### src/hw/dlc_consts.svh
// Offsets, field positions, reset values and timing counts of the bank.
`ifndef DLC_CONSTS_SVH
`define DLC_CONSTS_SVH

// ****************************************************************
// Register offsets
// ****************************************************************
`define DLC_OFS_PEER_ADDR 8'h00
`define DLC_OFS_OWN_ADDR 8'h01
`define DLC_OFS_LINK_CFG 8'h02
`define DLC_OFS_CAL_CFG 8'h03

// ****************************************************************
// Field positions
// ****************************************************************
`define DLC_ADDR_MSB 7
`define DLC_ADDR_LSB 1
`define DLC_SS_MSB 7
`define DLC_SS_LSB 6
`define DLC_AUDIO_BIT 4
`define DLC_PIXEL_CLOCK_RANGE_MSB 3
`define DLC_PIXEL_CLOCK_RANGE_LSB 2
`define DLC_SERIAL_RATE_RANGE_MSB 1
`define DLC_SERIAL_RATE_RANGE_LSB 0
`define DLC_RECAL_MSB 7
`define DLC_RECAL_LSB 6
`define DLC_SAWTOOTH_DIVIDER_MSB 4
`define DLC_SAWTOOTH_DIVIDER_LSB 0
`define DLC_STRAP_A_MSB 7
`define DLC_STRAP_A_LSB 6
`define DLC_STRAP_B_MSB 3
`define DLC_STRAP_B_LSB 2

// ****************************************************************
// Writable bit masks; reserved bits are zero here
// ****************************************************************
`define DLC_MASK_ADDR 8'hfe
`define DLC_MASK_LINK 8'hdf
`define DLC_MASK_CAL 8'hdf

// ****************************************************************
// Reset values, before the strap pins are folded in
// ****************************************************************
`define DLC_RST_PEER_ADDR 8'h00
`define DLC_RST_OWN_ADDR 8'h10
`define DLC_RST_LINK_CFG 8'h1f
`define DLC_RST_CAL_CFG 8'h00
`define DLC_SS_STRAP_HIGH 2'h1
`define DLC_SS_STRAP_LOW 2'h0
`define DLC_SAWTOOTH_DIVIDER_AUTO 5'h00
`define DLC_RANGE_AUTO 2'h3

// ****************************************************************
// Timing
// ****************************************************************
`define DLC_CLK_KHZ 125000
`define DLC_RECAL_A_MS 2
`define DLC_RECAL_B_MS 16
`define DLC_RECAL_C_MS 256

`endif

### src/hw/dlc_pkg.sv
// Types shared by the link configuration bank.
package dlc_pkg;

  typedef enum logic [1:0] {
    DLC_LVL_LOW = 2'b00,
    DLC_LVL_OPEN = 2'b01,
    DLC_LVL_HIGH = 2'b10
  } dlc_level_t;

  typedef enum logic [1:0] {
    DLC_RECAL_ONCE = 2'b00,
    DLC_RECAL_2MS = 2'b01,
    DLC_RECAL_16MS = 2'b10,
    DLC_RECAL_256MS = 2'b11
  } dlc_recal_t;

  typedef enum logic [1:0] {
    DLC_TMR_IDLE = 2'b00,
    DLC_TMR_RUN = 2'b01,
    DLC_TMR_DONE = 2'b10
  } dlc_tmr_state_t;

endpackage

### src/hw/dlc_strap_decode.sv
// Turns the two three-level strap pins into default device addresses.
`timescale 1ns/10ps
`include "dlc_consts.svh"

module dlc_strap_decode (
  // Strap levels
  input wire logic [1:0] address_strap_a_i,
  input wire logic [1:0] address_strap_b_i,
  // Default addresses
  output logic [7:0] peer_default_o,
  output logic [7:0] own_default_o
);

  // Low, open and high give 00, 01 and 10; an illegal code reads as open.
  function automatic logic [1:0] dlc_level_code(input logic [1:0] lvl);
    logic [1:0] code;
    code = 2'h1;
    case (lvl)
      dlc_pkg::DLC_LVL_LOW: code = 2'h0;
      dlc_pkg::DLC_LVL_HIGH: code = 2'h2;
      default: code = 2'h1;
    endcase
    return code;
  endfunction

  always_comb begin
    peer_default_o = `DLC_RST_PEER_ADDR;
    own_default_o = `DLC_RST_OWN_ADDR;
    peer_default_o[`DLC_STRAP_A_MSB:`DLC_STRAP_A_LSB] =
      dlc_level_code(address_strap_a_i);
    peer_default_o[`DLC_STRAP_B_MSB:`DLC_STRAP_B_LSB] =
      dlc_level_code(address_strap_b_i);
    own_default_o[`DLC_STRAP_A_MSB:`DLC_STRAP_A_LSB] =
      dlc_level_code(address_strap_a_i);
    own_default_o[`DLC_STRAP_B_MSB:`DLC_STRAP_B_LSB] =
      dlc_level_code(address_strap_b_i);
  end

endmodule

### src/hw/dlc_recal_timer.sv
// Paces spread-modulation recalibration requests after link lock.
`timescale 1ns/10ps

module dlc_recal_timer #(
  parameter int unsigned CYC_A = 250000,
  parameter int unsigned CYC_B = 2000000,
  parameter int unsigned CYC_C = 32000000
) (
  // Clock and reset
  input wire logic clk_i,
  input wire logic nrst_i,
  // Control
  input wire logic lock_i,
  input wire logic [1:0] interval_i,
  // Request
  output logic recal_o
);

  if (CYC_A < 1 || CYC_B < 1 || CYC_C < 1) begin : g_bad_cyc
    $error("recalibration intervals must be at least one cycle");
  end

  dlc_pkg::dlc_tmr_state_t state;
  logic [31:0] count;
  logic [31:0] period;
  logic lock_q;
  logic lock_rise;

  assign lock_rise = lock_i && !lock_q;

  always_comb begin
    case (dlc_pkg::dlc_recal_t'(interval_i))
      dlc_pkg::DLC_RECAL_2MS: period = CYC_A;
      dlc_pkg::DLC_RECAL_16MS: period = CYC_B;
      dlc_pkg::DLC_RECAL_256MS: period = CYC_C;
      default: period = 32'h0;
    endcase
  end

  always_ff @(posedge clk_i or negedge nrst_i) begin
    if (!nrst_i) begin
      lock_q <= 1'b0;
    end else begin
      lock_q <= lock_i;
    end
  end

  // A request goes out at lock, then once per period while locked.
  always_ff @(posedge clk_i or negedge nrst_i) begin
    if (!nrst_i) begin
      state <= dlc_pkg::DLC_TMR_IDLE;
      count <= 32'h0;
      recal_o <= 1'b0;
    end else begin
      recal_o <= 1'b0;
      case (state)
        dlc_pkg::DLC_TMR_IDLE: begin
          if (lock_rise) begin
            recal_o <= 1'b1;
            count <= 32'h1;
            state <= (period == 32'h0) ? dlc_pkg::DLC_TMR_DONE :
                     dlc_pkg::DLC_TMR_RUN;
          end
        end
        dlc_pkg::DLC_TMR_RUN: begin
          if (!lock_i) begin
            state <= dlc_pkg::DLC_TMR_IDLE;
          end else if (period == 32'h0) begin
            state <= dlc_pkg::DLC_TMR_DONE;
          end else if (count >= period) begin
            recal_o <= 1'b1;
            count <= 32'h1;
          end else begin
            count <= count + 32'h1;
          end
        end
        dlc_pkg::DLC_TMR_DONE: begin
          if (!lock_i) begin
            state <= dlc_pkg::DLC_TMR_IDLE;
          end else if (period != 32'h0) begin
            count <= 32'h1;
            state <= dlc_pkg::DLC_TMR_RUN;
          end
        end
        default: state <= dlc_pkg::DLC_TMR_IDLE;
      endcase
    end
  end

endmodule

### src/hw/dlc_regs.sv
// Link configuration register bank, offsets 0x00 to 0x03.
//
// Notes on behaviour
// - Offset 0x00 bits 7:1 hold the peer serializer address, strap default.
// - Offset 0x01 bits 7:1 hold this device's address, strap default.
// - Offset 0x02 bits 7:6 pick spread: none, 2 percent, none, 4 percent.
// - Offset 0x02 bit 4 enables the audio serial port; it starts at 1.
// - Offset 0x02 bits 3:2 pick pixel clock range; 11 means auto, default.
// - Offset 0x02 bits 1:0 pick serial rate range; 11 means auto, default.
// - Offset 0x03 bits 7:6 set recalibration: once, 2, 16 or 256 ms.
// - Offset 0x03 bits 4:0 hold sawtooth divider; zero means auto.
`timescale 1ns/10ps
`include "dlc_consts.svh"

module dlc_regs #(
  parameter int unsigned RECAL_CYC_A = `DLC_RECAL_A_MS * (`DLC_CLK_KHZ),
  parameter int unsigned RECAL_CYC_B = `DLC_RECAL_B_MS * (`DLC_CLK_KHZ),
  parameter int unsigned RECAL_CYC_C = `DLC_RECAL_C_MS * (`DLC_CLK_KHZ)
) (
  // Clock and reset
  input wire logic clk_i,
  input wire logic nrst_i,
  // Strap pins; address strap levels coded low 00, open 01, high 10, spread strap is one bit
  input wire logic [1:0] address_strap_a_i,
  input wire logic [1:0] address_strap_b_i,
  input wire logic spread_strap_pin_i,
  // Register access from the control channel decoder
  input wire logic [7:0] reg_addr_i,
  input wire logic [7:0] reg_wdata_i,
  input wire logic reg_wr_i,
  input wire logic reg_rd_i,
  output logic [7:0] reg_rdata_o,
  output logic reg_rvalid_o,
  output logic reg_wack_o,
  output logic reg_err_o,
  // Device address matching for incoming control frames
  input wire logic [6:0] frame_addr_i,
  input wire logic frame_addr_valid_i,
  output logic own_addr_hit_o,
  output logic peer_addr_hit_o,
  // Link status
  input wire logic lock_i,
  // Configuration outputs
  output logic [6:0] peer_serializer_address_o,
  output logic [6:0] own_device_address_o,
  output logic spread_enable_o,
  output logic spread_wide_o,
  output logic audio_port_enable_o,
  output logic [1:0] pixel_clock_range_o,
  output logic pixel_range_auto_o,
  output logic [1:0] serial_rate_range_o,
  output logic serial_rate_auto_o,
  output logic [1:0] spread_recal_interval_o,
  output logic spread_recal_o,
  output logic [4:0] sawtooth_divider_o,
  output logic sawtooth_auto_o
);

  // ****************************************************************
  // Parameter checks
  // ****************************************************************
  // The timer needs a nonzero period for every periodic interval code.
  if (RECAL_CYC_A < 1) begin : g_bad_cyc_a
    $error("recalibration count A must be at least one");
  end
  // A longer interval code must never give a shorter period.
  if (RECAL_CYC_B < RECAL_CYC_A) begin : g_bad_cyc_b
    $error("recalibration count B must not be below count A");
  end
  if (RECAL_CYC_C < RECAL_CYC_B) begin : g_bad_cyc_c
    $error("recalibration count C must not be below count B");
  end

  // ****************************************************************
  // Storage
  // ****************************************************************
  logic [7:0] peer_serializer_address;
  logic [7:0] own_device_address;
  logic [7:0] link_rate_audio_spread_config;
  logic [7:0] spread_calibration_config;
  logic strap_load;
  logic [7:0] peer_default;
  logic [7:0] own_default;
  logic [7:0] link_default;
  logic wr_peer;
  logic wr_own;
  logic wr_link;
  logic wr_cal;
  logic addr_mapped;
  logic [7:0] next_rdata;
  logic recal_pulse;

  // ****************************************************************
  // Strap defaults
  // ****************************************************************
  dlc_strap_decode u_strap (
    .address_strap_a_i(address_strap_a_i),
    .address_strap_b_i(address_strap_b_i),
    .peer_default_o(peer_default),
    .own_default_o(own_default)
  );

  always_comb begin
    link_default = `DLC_RST_LINK_CFG;
    link_default[`DLC_SS_MSB:`DLC_SS_LSB] = spread_strap_pin_i ?
      `DLC_SS_STRAP_HIGH : `DLC_SS_STRAP_LOW;
  end

  // Straps are sampled on the first edge after reset release.
  always_ff @(posedge clk_i or negedge nrst_i) begin
    if (!nrst_i) begin
      strap_load <= 1'b1;
    end else begin
      strap_load <= 1'b0;
    end
  end

  // ****************************************************************
  // Write decode
  // ****************************************************************
  always_comb begin
    addr_mapped = 1'b1;
    case (reg_addr_i)
      `DLC_OFS_PEER_ADDR,
      `DLC_OFS_OWN_ADDR,
      `DLC_OFS_LINK_CFG,
      `DLC_OFS_CAL_CFG: addr_mapped = 1'b1;
      default: addr_mapped = 1'b0;
    endcase
  end

  // Writes during the strap load cycle are dropped so defaults land first.
  assign wr_peer = reg_wr_i && !strap_load &&
                   (reg_addr_i == `DLC_OFS_PEER_ADDR);
  assign wr_own = reg_wr_i && !strap_load &&
                  (reg_addr_i == `DLC_OFS_OWN_ADDR);
  assign wr_link = reg_wr_i && !strap_load &&
                   (reg_addr_i == `DLC_OFS_LINK_CFG);
  assign wr_cal = reg_wr_i && !strap_load &&
                  (reg_addr_i == `DLC_OFS_CAL_CFG);

  // ****************************************************************
  // Registers
  // ****************************************************************
  always_ff @(posedge clk_i or negedge nrst_i) begin
    if (!nrst_i) begin
      peer_serializer_address <= `DLC_RST_PEER_ADDR;
    end else if (strap_load) begin
      peer_serializer_address <= peer_default;
    end else if (wr_peer) begin
      peer_serializer_address <= reg_wdata_i & `DLC_MASK_ADDR;
    end
  end

  always_ff @(posedge clk_i or negedge nrst_i) begin
    if (!nrst_i) begin
      own_device_address <= `DLC_RST_OWN_ADDR;
    end else if (strap_load) begin
      own_device_address <= own_default;
    end else if (wr_own) begin
      own_device_address <= reg_wdata_i & `DLC_MASK_ADDR;
    end
  end

  always_ff @(posedge clk_i or negedge nrst_i) begin
    if (!nrst_i) begin
      link_rate_audio_spread_config <= `DLC_RST_LINK_CFG;
    end else if (strap_load) begin
      link_rate_audio_spread_config <= link_default;
    end else if (wr_link) begin
      link_rate_audio_spread_config <= reg_wdata_i & `DLC_MASK_LINK;
    end
  end

  always_ff @(posedge clk_i or negedge nrst_i) begin
    if (!nrst_i) begin
      spread_calibration_config <= `DLC_RST_CAL_CFG;
    end else if (wr_cal) begin
      spread_calibration_config <= reg_wdata_i & `DLC_MASK_CAL;
    end
  end

  // ****************************************************************
  // Read path and access answers
  // ****************************************************************
  always_comb begin
    case (reg_addr_i)
      `DLC_OFS_PEER_ADDR: next_rdata = peer_serializer_address;
      `DLC_OFS_OWN_ADDR: next_rdata = own_device_address;
      `DLC_OFS_LINK_CFG: next_rdata = link_rate_audio_spread_config;
      `DLC_OFS_CAL_CFG: next_rdata = spread_calibration_config;
      default: next_rdata = 8'h00;
    endcase
  end

  always_ff @(posedge clk_i or negedge nrst_i) begin
    if (!nrst_i) begin
      reg_rdata_o <= 8'h00;
      reg_rvalid_o <= 1'b0;
    end else begin
      reg_rvalid_o <= reg_rd_i;
      if (reg_rd_i) begin
        reg_rdata_o <= next_rdata;
      end
    end
  end

  // A write is acknowledged one cycle later; unmapped offsets flag an error.
  always_ff @(posedge clk_i or negedge nrst_i) begin
    if (!nrst_i) begin
      reg_wack_o <= 1'b0;
      reg_err_o <= 1'b0;
    end else begin
      reg_wack_o <= reg_wr_i && !strap_load && addr_mapped;
      reg_err_o <= (reg_wr_i || reg_rd_i) && !addr_mapped;
    end
  end

  // ****************************************************************
  // Frame address match
  // ****************************************************************
  // A new address takes effect on the next frame, so the controller can
  // address the owner first and then update the peer copy.
  always_ff @(posedge clk_i or negedge nrst_i) begin
    if (!nrst_i) begin
      own_addr_hit_o <= 1'b0;
      peer_addr_hit_o <= 1'b0;
    end else begin
      own_addr_hit_o <= frame_addr_valid_i && (frame_addr_i ==
        own_device_address[`DLC_ADDR_MSB:`DLC_ADDR_LSB]);
      peer_addr_hit_o <= frame_addr_valid_i && (frame_addr_i ==
        peer_serializer_address[`DLC_ADDR_MSB:`DLC_ADDR_LSB]);
    end
  end

  // ****************************************************************
  // Field decode
  // ****************************************************************
  assign peer_serializer_address_o =
    peer_serializer_address[`DLC_ADDR_MSB:`DLC_ADDR_LSB];
  assign own_device_address_o =
    own_device_address[`DLC_ADDR_MSB:`DLC_ADDR_LSB];

  // Codes 01 and 11 spread; 00 and 10 do not. Bit 7 widens to 4 percent.
  assign spread_enable_o =
    link_rate_audio_spread_config[`DLC_SS_LSB];
  assign spread_wide_o = link_rate_audio_spread_config[`DLC_SS_LSB] &&
    link_rate_audio_spread_config[`DLC_SS_MSB];
  assign audio_port_enable_o =
    link_rate_audio_spread_config[`DLC_AUDIO_BIT];
  assign pixel_clock_range_o =
    link_rate_audio_spread_config[`DLC_PIXEL_CLOCK_RANGE_MSB:`DLC_PIXEL_CLOCK_RANGE_LSB];
  assign serial_rate_range_o =
    link_rate_audio_spread_config[`DLC_SERIAL_RATE_RANGE_MSB:`DLC_SERIAL_RATE_RANGE_LSB];
  assign spread_recal_interval_o =
    spread_calibration_config[`DLC_RECAL_MSB:`DLC_RECAL_LSB];
  assign sawtooth_divider_o =
    spread_calibration_config[`DLC_SAWTOOTH_DIVIDER_MSB:`DLC_SAWTOOTH_DIVIDER_LSB];

  // The auto flags are kept in flip-flops and load with their fields.
  always_ff @(posedge clk_i or negedge nrst_i) begin
    if (!nrst_i) begin
      pixel_range_auto_o <= 1'b1;
      serial_rate_auto_o <= 1'b1;
    end else if (strap_load) begin
      pixel_range_auto_o <= (link_default[`DLC_PIXEL_CLOCK_RANGE_MSB:`DLC_PIXEL_CLOCK_RANGE_LSB] ==
        `DLC_RANGE_AUTO);
      serial_rate_auto_o <= (link_default[`DLC_SERIAL_RATE_RANGE_MSB:`DLC_SERIAL_RATE_RANGE_LSB] ==
        `DLC_RANGE_AUTO);
    end else if (wr_link) begin
      pixel_range_auto_o <= (reg_wdata_i[`DLC_PIXEL_CLOCK_RANGE_MSB:`DLC_PIXEL_CLOCK_RANGE_LSB] ==
        `DLC_RANGE_AUTO);
      serial_rate_auto_o <= (reg_wdata_i[`DLC_SERIAL_RATE_RANGE_MSB:`DLC_SERIAL_RATE_RANGE_LSB] ==
        `DLC_RANGE_AUTO);
    end
  end

  always_ff @(posedge clk_i or negedge nrst_i) begin
    if (!nrst_i) begin
      sawtooth_auto_o <= 1'b1;
    end else if (wr_cal) begin
      sawtooth_auto_o <= (reg_wdata_i[`DLC_SAWTOOTH_DIVIDER_MSB:`DLC_SAWTOOTH_DIVIDER_LSB] ==
        `DLC_SAWTOOTH_DIVIDER_AUTO);
    end
  end

  // ****************************************************************
  // Recalibration pacing
  // ****************************************************************
  dlc_recal_timer #(
    .CYC_A(RECAL_CYC_A),
    .CYC_B(RECAL_CYC_B),
    .CYC_C(RECAL_CYC_C)
  ) u_recal (
    .clk_i(clk_i),
    .nrst_i(nrst_i),
    .lock_i(lock_i),
    .interval_i(spread_recal_interval_o),
    .recal_o(recal_pulse)
  );

  // Requests only matter while some spread is selected.
  assign spread_recal_o = recal_pulse && spread_enable_o;

endmodule

### config.mk
export PLATFORM = sky130hd
export DESIGN_NAME = dlc_regs
export DESIGN_NICKNAME = d
export VERILOG_FILES = /design/src/hw/dlc_pkg.sv /design/src/hw/dlc_strap_decode.sv /design/src/hw/dlc_recal_timer.sv /design/src/hw/dlc_regs.sv
export VERILOG_INCLUDE_DIRS = /design/src /design/src/hw
export SDC_FILE = /design/constraint.sdc
export NUM_CORES = 1
export LEC_CHECK = 0
export ABC_AREA = 1
export BUFFER_PORTS_ARGS = -buffer_cell sky130_fd_sc_hd__buf_2
export CAP_MARGIN = 20
export CORE_MARGIN = 5
export CORE_UTILIZATION = 55
export DETAILED_ROUTE_END_ITERATION = 10
export MAX_ROUTING_LAYER = met4
export PLACE_DENSITY = 0.78
export SYNTH_ARGS = -nofsm -noshare
export SYNTH_HDL_FRONTEND = slang
export SYNTH_SLANG_ARGS = --single-unit
### constraint.sdc
create_clock -name clk_i -period 2.38 [get_ports clk_i]
set_clock_uncertainty 0.15 [all_clocks]
set_input_delay 0.476 -clock clk_i [delete_from_list [all_inputs] [get_ports clk_i]]
set_output_delay 0.476 -clock clk_i [all_outputs]
set_load 0.1 [all_outputs]
==> results.toml, run 1 <==
[clock_tree]
cts.sinks = 81
htree_levels = 3
cts_root_buffer = "clkbuf_8"
cts_buffers = 9
cts_tree = "yes"
clock_path_buffers = 2
clk_pin_slew_ns = 0.09
clock_latency_ns = 0.36

[sta]
fin_crit_sh_pct = 100.3
finalSetupViolCount = 6
rsz0062_at_grt = "yes"
worst_pin_slew_ns = 0.5591
finalMaxSlewViolations = 0
setup_ws_ns = -0.006081
finalHoldViolCount = 0
fmax_mhz = 419.1
max-slew-margin-rel_pct = 62.38
period_minus_slack_ns = 2.386

[setup_path]
rr_worst_depth = 10
critPathCaptureType = "register"
cp_slowest_stage_delay_ns = 0.52
r2r_slack_ns = -0.006
r2r_end = "u_recal.count[17]"
crit_chain = "ha_2, inv_2, ha_1, a21o_1, nor2_1, nand2_2, a21oi_4, nand3_4, buf_12, a21oi_4"
r2r-start = "spread_calibration_config[6]"
cp_common_cell = "a21oi_4"
cp.arrival_ns = 2.53
cp_max_fo = 6
start_kind = "register"
crit_required_ns = 2.52
crit_slowest_cell = "dfrtp_4"
crit_type = "register to register"

[die]
io_pins = 79
chipHeight_um = 104.6
die-area_um2 = 10940
core_um2 = 8721
die_width_um = 104.6
std_cell_rows = 34
start_util_pct = 56.44

[synth]
ys_top_cells_by_area = "dfrtp_1, nand2_1, inv_1"
synthFlopType = "dfrtp_1"
synth_edf_count = 0
syn_avg_cell_area_um2 = 8.176
async_flop_share_pct = 100.0
yosysUniqueCellTypes = 45
yosysTopAreaCell = "dfrtp_1"
ys_ff_latch = 81
syn_nets = 658
syn_inst = 602
syn_area_um2 = 4922
synth_top_area_share_pct = 36.10
ys.warnings.count = 0
synth_seq_area_share_pct = 41.43

[detailed_routing]
vias = 4399
drt_iter0_drc = 238
dr.pass1.iters = 5
vias_per_cell = 5.465
drt_wl_total_um = 12970
ant_nets = 0
drc_errors = 0
wl_per_cell_um = 16.11

[job]
maxCapViolCount = 0

[finish]
multiInputGateArea_um2 = 2485
antennaDiodeCount = 0
drive_gt1_share_pct = 28.98
final_nets = 748
regArea_um2 = 2047
n_fill_cell = 695
syn_to_final_growth_pct = 18.66
final_cell_count_no_fill = 805

[pwr]
p_per_area_nw_per_um2 = 698.6
p_comb_share_pct = 34.6
p_leak_uw = 0.002936
swShare_pct = 38.32
p_int_uw = 2517
clkPwrFrac_pct = 28.0
seqPwrFrac_pct = 37.4
irDropWorstVdd_uv = 357.6
switchingPower_uw = 1563

[placement]
portBuffers = 78
dp_worst_setup_slack_ns = 0.01635
dp.cells = 781
dpl.hpwl_um = 9403
gp_congestion = 0.9793

[global_route]
antenna_found_initial = 0
grt_pass1_vias = 4359
grt_overflow = 0
grt_pass1_wl_um = 20840
grt_max_degree = 36
grt.total_usage_pct = 23.77

[run_status]
violations = "negative setup slack"
status = "finished with violations"

[hold_path]
hold_start = "lock_i"
worstHoldEndpoint = "u_recal.lock_q"
hold_class = "input pin to register"
worstHoldPathCells = 1
==> power by group through the flow <==
stage | clock [uW] | combinational (uW) | sequential, uW
5_1_grt | 1240 | 1500 | 1530
2_1_floorplan | 0 | 820 | 1730
4_1_cts | 1170 | 1240 | 1520
3_3_place_gp | 0 | 1210 | 1550
3_5_place_dp | 0 | 1230 | 1550
6_report | 1140 | 1410 | 1520
==> cells in the final DEF (no fill, tap or decap), types with 3 or more instances in the layout <==
cell type  synthesis  final
ha_2               0      3
o21ai_0           39     37
ha_1              22     15
o22ai_1           14     14
buf_4              6     12
inv_1             77     70
nor2_1            44     43
xor2_1            16     16
buf_2              2     77
nand4_1           10     10
a21oi_2           23     22
nor3_1             6      6
nor2_4             5      5
dfrtp_1           71     69
xnor2_1            6      6
nand3_1           29     29
o21ai_1           10     11
inv_2              9     13
ha_4               0      4
nand2_1          139    136
a21oi_1           15     14
nand4_4            3      3
nor4_1             3      3
clkbuf_8           0     11
nand2_2            4      7
dfstp_2           10     10
nor2_2             4      5
==> per-stage QoR <==
| stage | setup TNS, ns | hold WS (ns) | area (um2) | power (uW) | util, % |
|---|---|---|---|---|---|
| after global routing | -2.281 | 0.1170 | 5841 | 4276 | 66.97 |
| after global placement | 0 | 0.2993 | 5445 | 2750 | 62.44 |
| after floorplan | -0.1776 | 0.03041 | 4970 | 2552 | - |
| after detailed placement | 0 | 0.3095 | 5445 | 2779 | 62.44 |
| final | -0.01839 | 0.1430 | 5841 | 4080 | 66.97 |
| after CTS | 0 | 0.1210 | 5687 | 3932 | 65.21 |
==> Yosys cell counts (4+ instances only) <==
cell	n
xnor2_1	6
inv_1	77
nor2_2	4
nand2_2	4
dfstp_2	10
ha_1	22
a21oi_1	15
inv_2	9
buf_4	6
a21oi_2	23
nor2_1	44
nand4_1	10
o22ai_1	14
xor2_1	16
o21ai_1	10
nand3_1	29
nor2_4	5
o21ai_0	39
nand2_1	139
dfrtp_1	71
buf_6	7
nor3_1	6
==> worst max-delay path, delay by kind of cell (launching register included) <==
| family | cells | cell delay (ns) |
|---|---|---|
| flip-flops | 1 | 0.52 |
| AND/OR/NAND/NOR | 3 | 0.39 |
| buffers and inverters | 2 | 0.29 |
| AO/OA/AOI/OAI | 3 | 0.51 |
| adder cells (fa/ha/maj) | 2 | 0.47 |
==> cells by family (layout without fill, tap and decap cells) <==
logic type | Yosys count | in the layout | share of synthesized area, %
compound gates | 107 | 107 | 13.29
xor+xnor | 22 | 22 | 3.914
fa+ha+maj | 22 | 22 | 5.592
buf+inv | 107 | 202 | 9.914
flops | 81 | 81 | 41.43
other cells | 1 | 1 | 0.07619
simple gates | 262 | 262 | 25.77
==> final cells by class <==
| class | instances | area share [%] |
|---|---|---|
| inverters | 91 | 6.213 |
| flip-flops and latches | 81 | 35.05 |
| multi-input cells | 414 | 42.54 |
| clock buffers | 13 | 2.721 |
| well taps | 108 | 2.314 |
| clock inverters | 3 | 1.114 |
| repair buffers | 95 | 10.05 |
==> per-layer routing <==
layer	share of wire, %	up-vias	GRT usage (%)
li1	-	2124	-
met2	50	192	38.10
met5	0	-	-
met4	2.3	0	8.219
met3	6.8	26	3.699
met1	41	2057	30.87
==> sequential cells by signal, indices dropped and copies added (netlist names), 2 cells and up <==
signal / flops
spread_calibration_config: 7
peer_serializer_address: 7
link_rate_audio_spread_config: 7
own_device_address: 7
u_recal.state: 2
u_recal.count: 32
reg_rdata_o: 8
==> worst max path at each step <==
stage / startpoint / end / slack, ns / cells past startpoint
after detailed placement: spread_calibration_config[6] / u_recal.count[17] / 0.02 / 10
after global routing: spread_calibration_config[7] / u_recal.count[20] / -0.12 / 13
after floorplan: spread_calibration_config[7] / u_recal.count[4] / -0.009 / 10
final: spread_calibration_config[6] / u_recal.count[17] / -0.006 / 10
after global placement: spread_calibration_config[6] / u_recal.count[19] / 0.11 / 14
after CTS: spread_calibration_config[6] / u_recal.count[17] / 0.007 / 10
==> what timing repair did <==
action / CTS / global route
resized for setup: 1 / 18
hold endpoints to repair: 23 / 0
pin swaps: 0 / 9
hold buffers: 1 / 0
gates cloned: 0 / 3
buffers inserted: 0 / 4
endpoints found under the setup margin: 1 / 27
(Power assumes the default switching activity.)
==> inputs of run 2 (changes only) <==
--- a/config.mk
+++ b/config.mk
@@ -13,7 +13,8 @@
 export CORE_UTILIZATION = 55
 export DETAILED_ROUTE_END_ITERATION = 10
 export MAX_ROUTING_LAYER = met4
-export PLACE_DENSITY = 0.78
+export PLACE_DENSITY = 0.77
 export SYNTH_ARGS = -nofsm -noshare
 export SYNTH_HDL_FRONTEND = slang
+export SYNTH_HIERARCHICAL = 1
 export SYNTH_SLANG_ARGS = --single-unit
==> run 2 against run 1 <==
The run still ends with negative setup slack left. Hold slack lost 0.0017 ns. Via count grew 9.2%. Combinational power shrank 39%. Largest cell class unchanged.
==> results.toml, run 2 <==
[finish]
final_nets = 834
antennaDiodeCount = 0
postLayoutCellArea_um2 = 6269
syn_to_final_growth_pct = 17.63
layout_commonest_cell = "nand2_1"
drive_gt1_share_pct = 27.53
mostFrequentLayoutCells = "nand2_1, buf_2, inv_1"
largest_register = "u_recal/count"
largest_register_ff_count = 32

[sta]
timing.hold.ws_ns = 0.1413
finalHoldViolCount = 0
fin_tns_setup_ns = -0.02412
rsz0062_at_grt = "yes"
setup_ws_ns = -0.01738
fmax_mhz = 417.1
fin_crit_sh_pct = 100.7
period_minus_slack_ns = 2.397
finalSetupViolCount = 2
worst_pin_slew_ns = 0.5053
max-slew-margin-rel_pct = 66.28
finalMaxSlewViolations = 0

[setup_path]
cp.arrival_ns = 2.56
crit_slowest_cell = "dfrtp_4"
crit_required_ns = 2.54
start_kind = "register"
r2r_end = "u_recal/count[11]"
crit_type = "register to register"
cp_slowest_stage_delay_ns = 0.54
cp_common_cell = "inv_4"
rr_worst_depth = 12
startpoint = "spread_calibration_config[6]"
cp-endpoint = "u_recal/count[11]"
cp_max_fo = 8
crit_chain = "ha_2, inv_4, ha_1, a21o_1, nor2_1, nand2_1, a21oi_2, nand3_2, nand2_2, inv_4, clkbuf_16, nor2_2"
critPathCaptureType = "register"
r2r-start = "spread_calibration_config[6]"
r2r_slack_ns = -0.02

[detailed_routing]
drt_wl_total_um = 13740
wl_per_cell_um = 15.03
dr.pass1.iters = 5
vias_per_cell = 5.257
drc_errors = 0
vias = 4805
ant_nets = 0
drt_iter0_drc = 340

[run_status]
violations = "negative setup slack"
status = "finished with violations"

[synth]
async_flop_share_pct = 100.0
syn_inst = 708
synth_top_area_share_pct = 34.28
ys_top_cells_by_area = "dfrtp_1, nand2_1, ha_1"
yosysTopAreaCell = "dfrtp_1"
syn_avg_cell_area_um2 = 7.527
syn_area_um2 = 5329
ys_ff_latch = 83
synth_most_common_cell = "nand2_1"
synthFlopType = "dfrtp_1"
ys.warnings.count = 6
yosysUniqueCellTypes = 41
synth_seq_area_share_pct = 39.21
synth_edf_count = 0
netlist_top_cells_count = "nand2_1, inv_1, dfrtp_1, nor2_1, nand3_1"

[clock_tree]
htree_levels = 3
cts_root_buffer = "clkbuf_8"
cts_buffers = 9
clk_pin_slew_ns = 0.09
clock_path_buffers = 2
cts.sinks = 83
cts_tree = "yes"
clock_latency_ns = 0.38

[pwr]
p_comb_share_pct = 24.2
switchingPower_uw = 1249
p_leak_uw = 0.003256
swShare_pct = 35.06
seqPwrFrac_pct = 43.3
clkPwrFrac_pct = 32.4
p_per_area_nw_per_um2 = 568.4
irDropWorstVdd_uv = 506.5
p_int_uw = 2314

[die]
io_pins = 79
start_util_pct = 55.54
core_um2 = 9594
die-area_um2 = 11760
std_cell_rows = 36
die_width_um = 108.4
chipHeight_um = 108.4

[placement]
placedInstanceArea_um2 = 5689
dpl.hpwl_um = 10000
gp_congestion = 0.9493
portBuffers = 78

[hold_path]
hold_start = "lock_i"
hold_class = "input pin to register"

[global_route]
grt_pass1_vias = 4529
grt.total_usage_pct = 23.92
antenna_found_initial = 0
grt_max_degree = 44
grt_overflow = 0
grt_pass1_wl_um = 21450

[job]
maxCapViolCount = 0
run 2: cell families after synthesis:
kind of cell / count (synthesis) / synth area share, %
buffers and inverters: 131 / 12.35
and+or+nand+nor: 382 / 32.24
DFF: 83 / 39.21
other: 3 / 0.2113
xor gates and xnor gates: 18 / 2.958
AOI/OAI and AO/OA: 67 / 7.396
adders and majority gates: 24 / 5.635
run 2: repair_timing:
| item | 4_1_cts | 5_1_grt |
|---|---|---|
| hold endpoints to repair | 20 | 0 |
| resized for setup | 2 | 57 |
| hold buffers | 1 | 0 |
| pin swaps | 1 | 13 |
| setup endpoints to repair | 10 | 26 |
| setup buffers | 2 | 4 |
| cloned | 0 | 3 |
run 2: how the worst min path moves through the flow:
stage,endpoint,slack (ns),depth (start not counted)
after detailed placement,u_recal/count[14],0.26,1
after global routing,u_recal/lock_q,0.11,1
after floorplan,link_rate_audio_spread_config[6],0.03,0
after global placement,u_recal/count[5],0.26,1
final,u_recal/lock_q,0.14,1
after CTS,u_recal/lock_q,0.11,1
run 2: metrics by stage:
stage,total power [uW],util (%),cells,setup WS [ns]
5_1_grt,3709,65.34,914,-0.1419
4_1_cts,3500,61.95,907,0.01522
3_5_place_dp,2342,59.30,888,-0.004636
6_report,3563,65.34,914,-0.01738
2_1_floorplan,2195,-,714,0.004252
3_3_place_gp,2325,59.30,888,0.09218
run 2: power by group through the flow:
stage / logic [uW] / clock network (uW) / registers [uW]
floorplan: 552 / 0 / 1640
global placement: 760 / 0 / 1560
detailed placement: 774 / 0 / 1570
CTS: 782 / 1180 / 1540
global route: 920 / 1240 / 1550
finish: 863 / 1160 / 1540
run 2: worst max-delay path, delay by kind of cell (launching register included):
| kind | cells | cell delay (ns) |
|---|---|---|
| AOI/OAI and AO/OA | 2 | 0.38 |
| DFF | 1 | 0.54 |
| buffers and inverters | 3 | 0.31 |
| and+or+nand+nor | 5 | 0.47 |
| adders and majority gates | 2 | 0.47 |
run 2: routing by layer:
| metal | track usage [%] | up-vias | share of wire, % | wire, um |
|---|---|---|---|---|
| met4 | 7.665 | 0 | 2.9 | 399 |
| met2 | 39.36 | 175 | 50 | 6868 |
| met1 | 28.79 | 2262 | 40 | 5530 |
| met5 | - | - | 0 | 0 |
| met3 | 6.149 | 35 | 6.8 | 941 |
| li1 | - | 2333 | - | - |
run 2: area by class of cell:
class	instances	area (um2)
clock inverter	5	85.08
multi-input combinational	502	2873
clock buffer	11	141.4
inverter	85	336.6
tap	133	166.4
fill	778	3326
timing repair buffer	95	569.3
sequential	83	2097
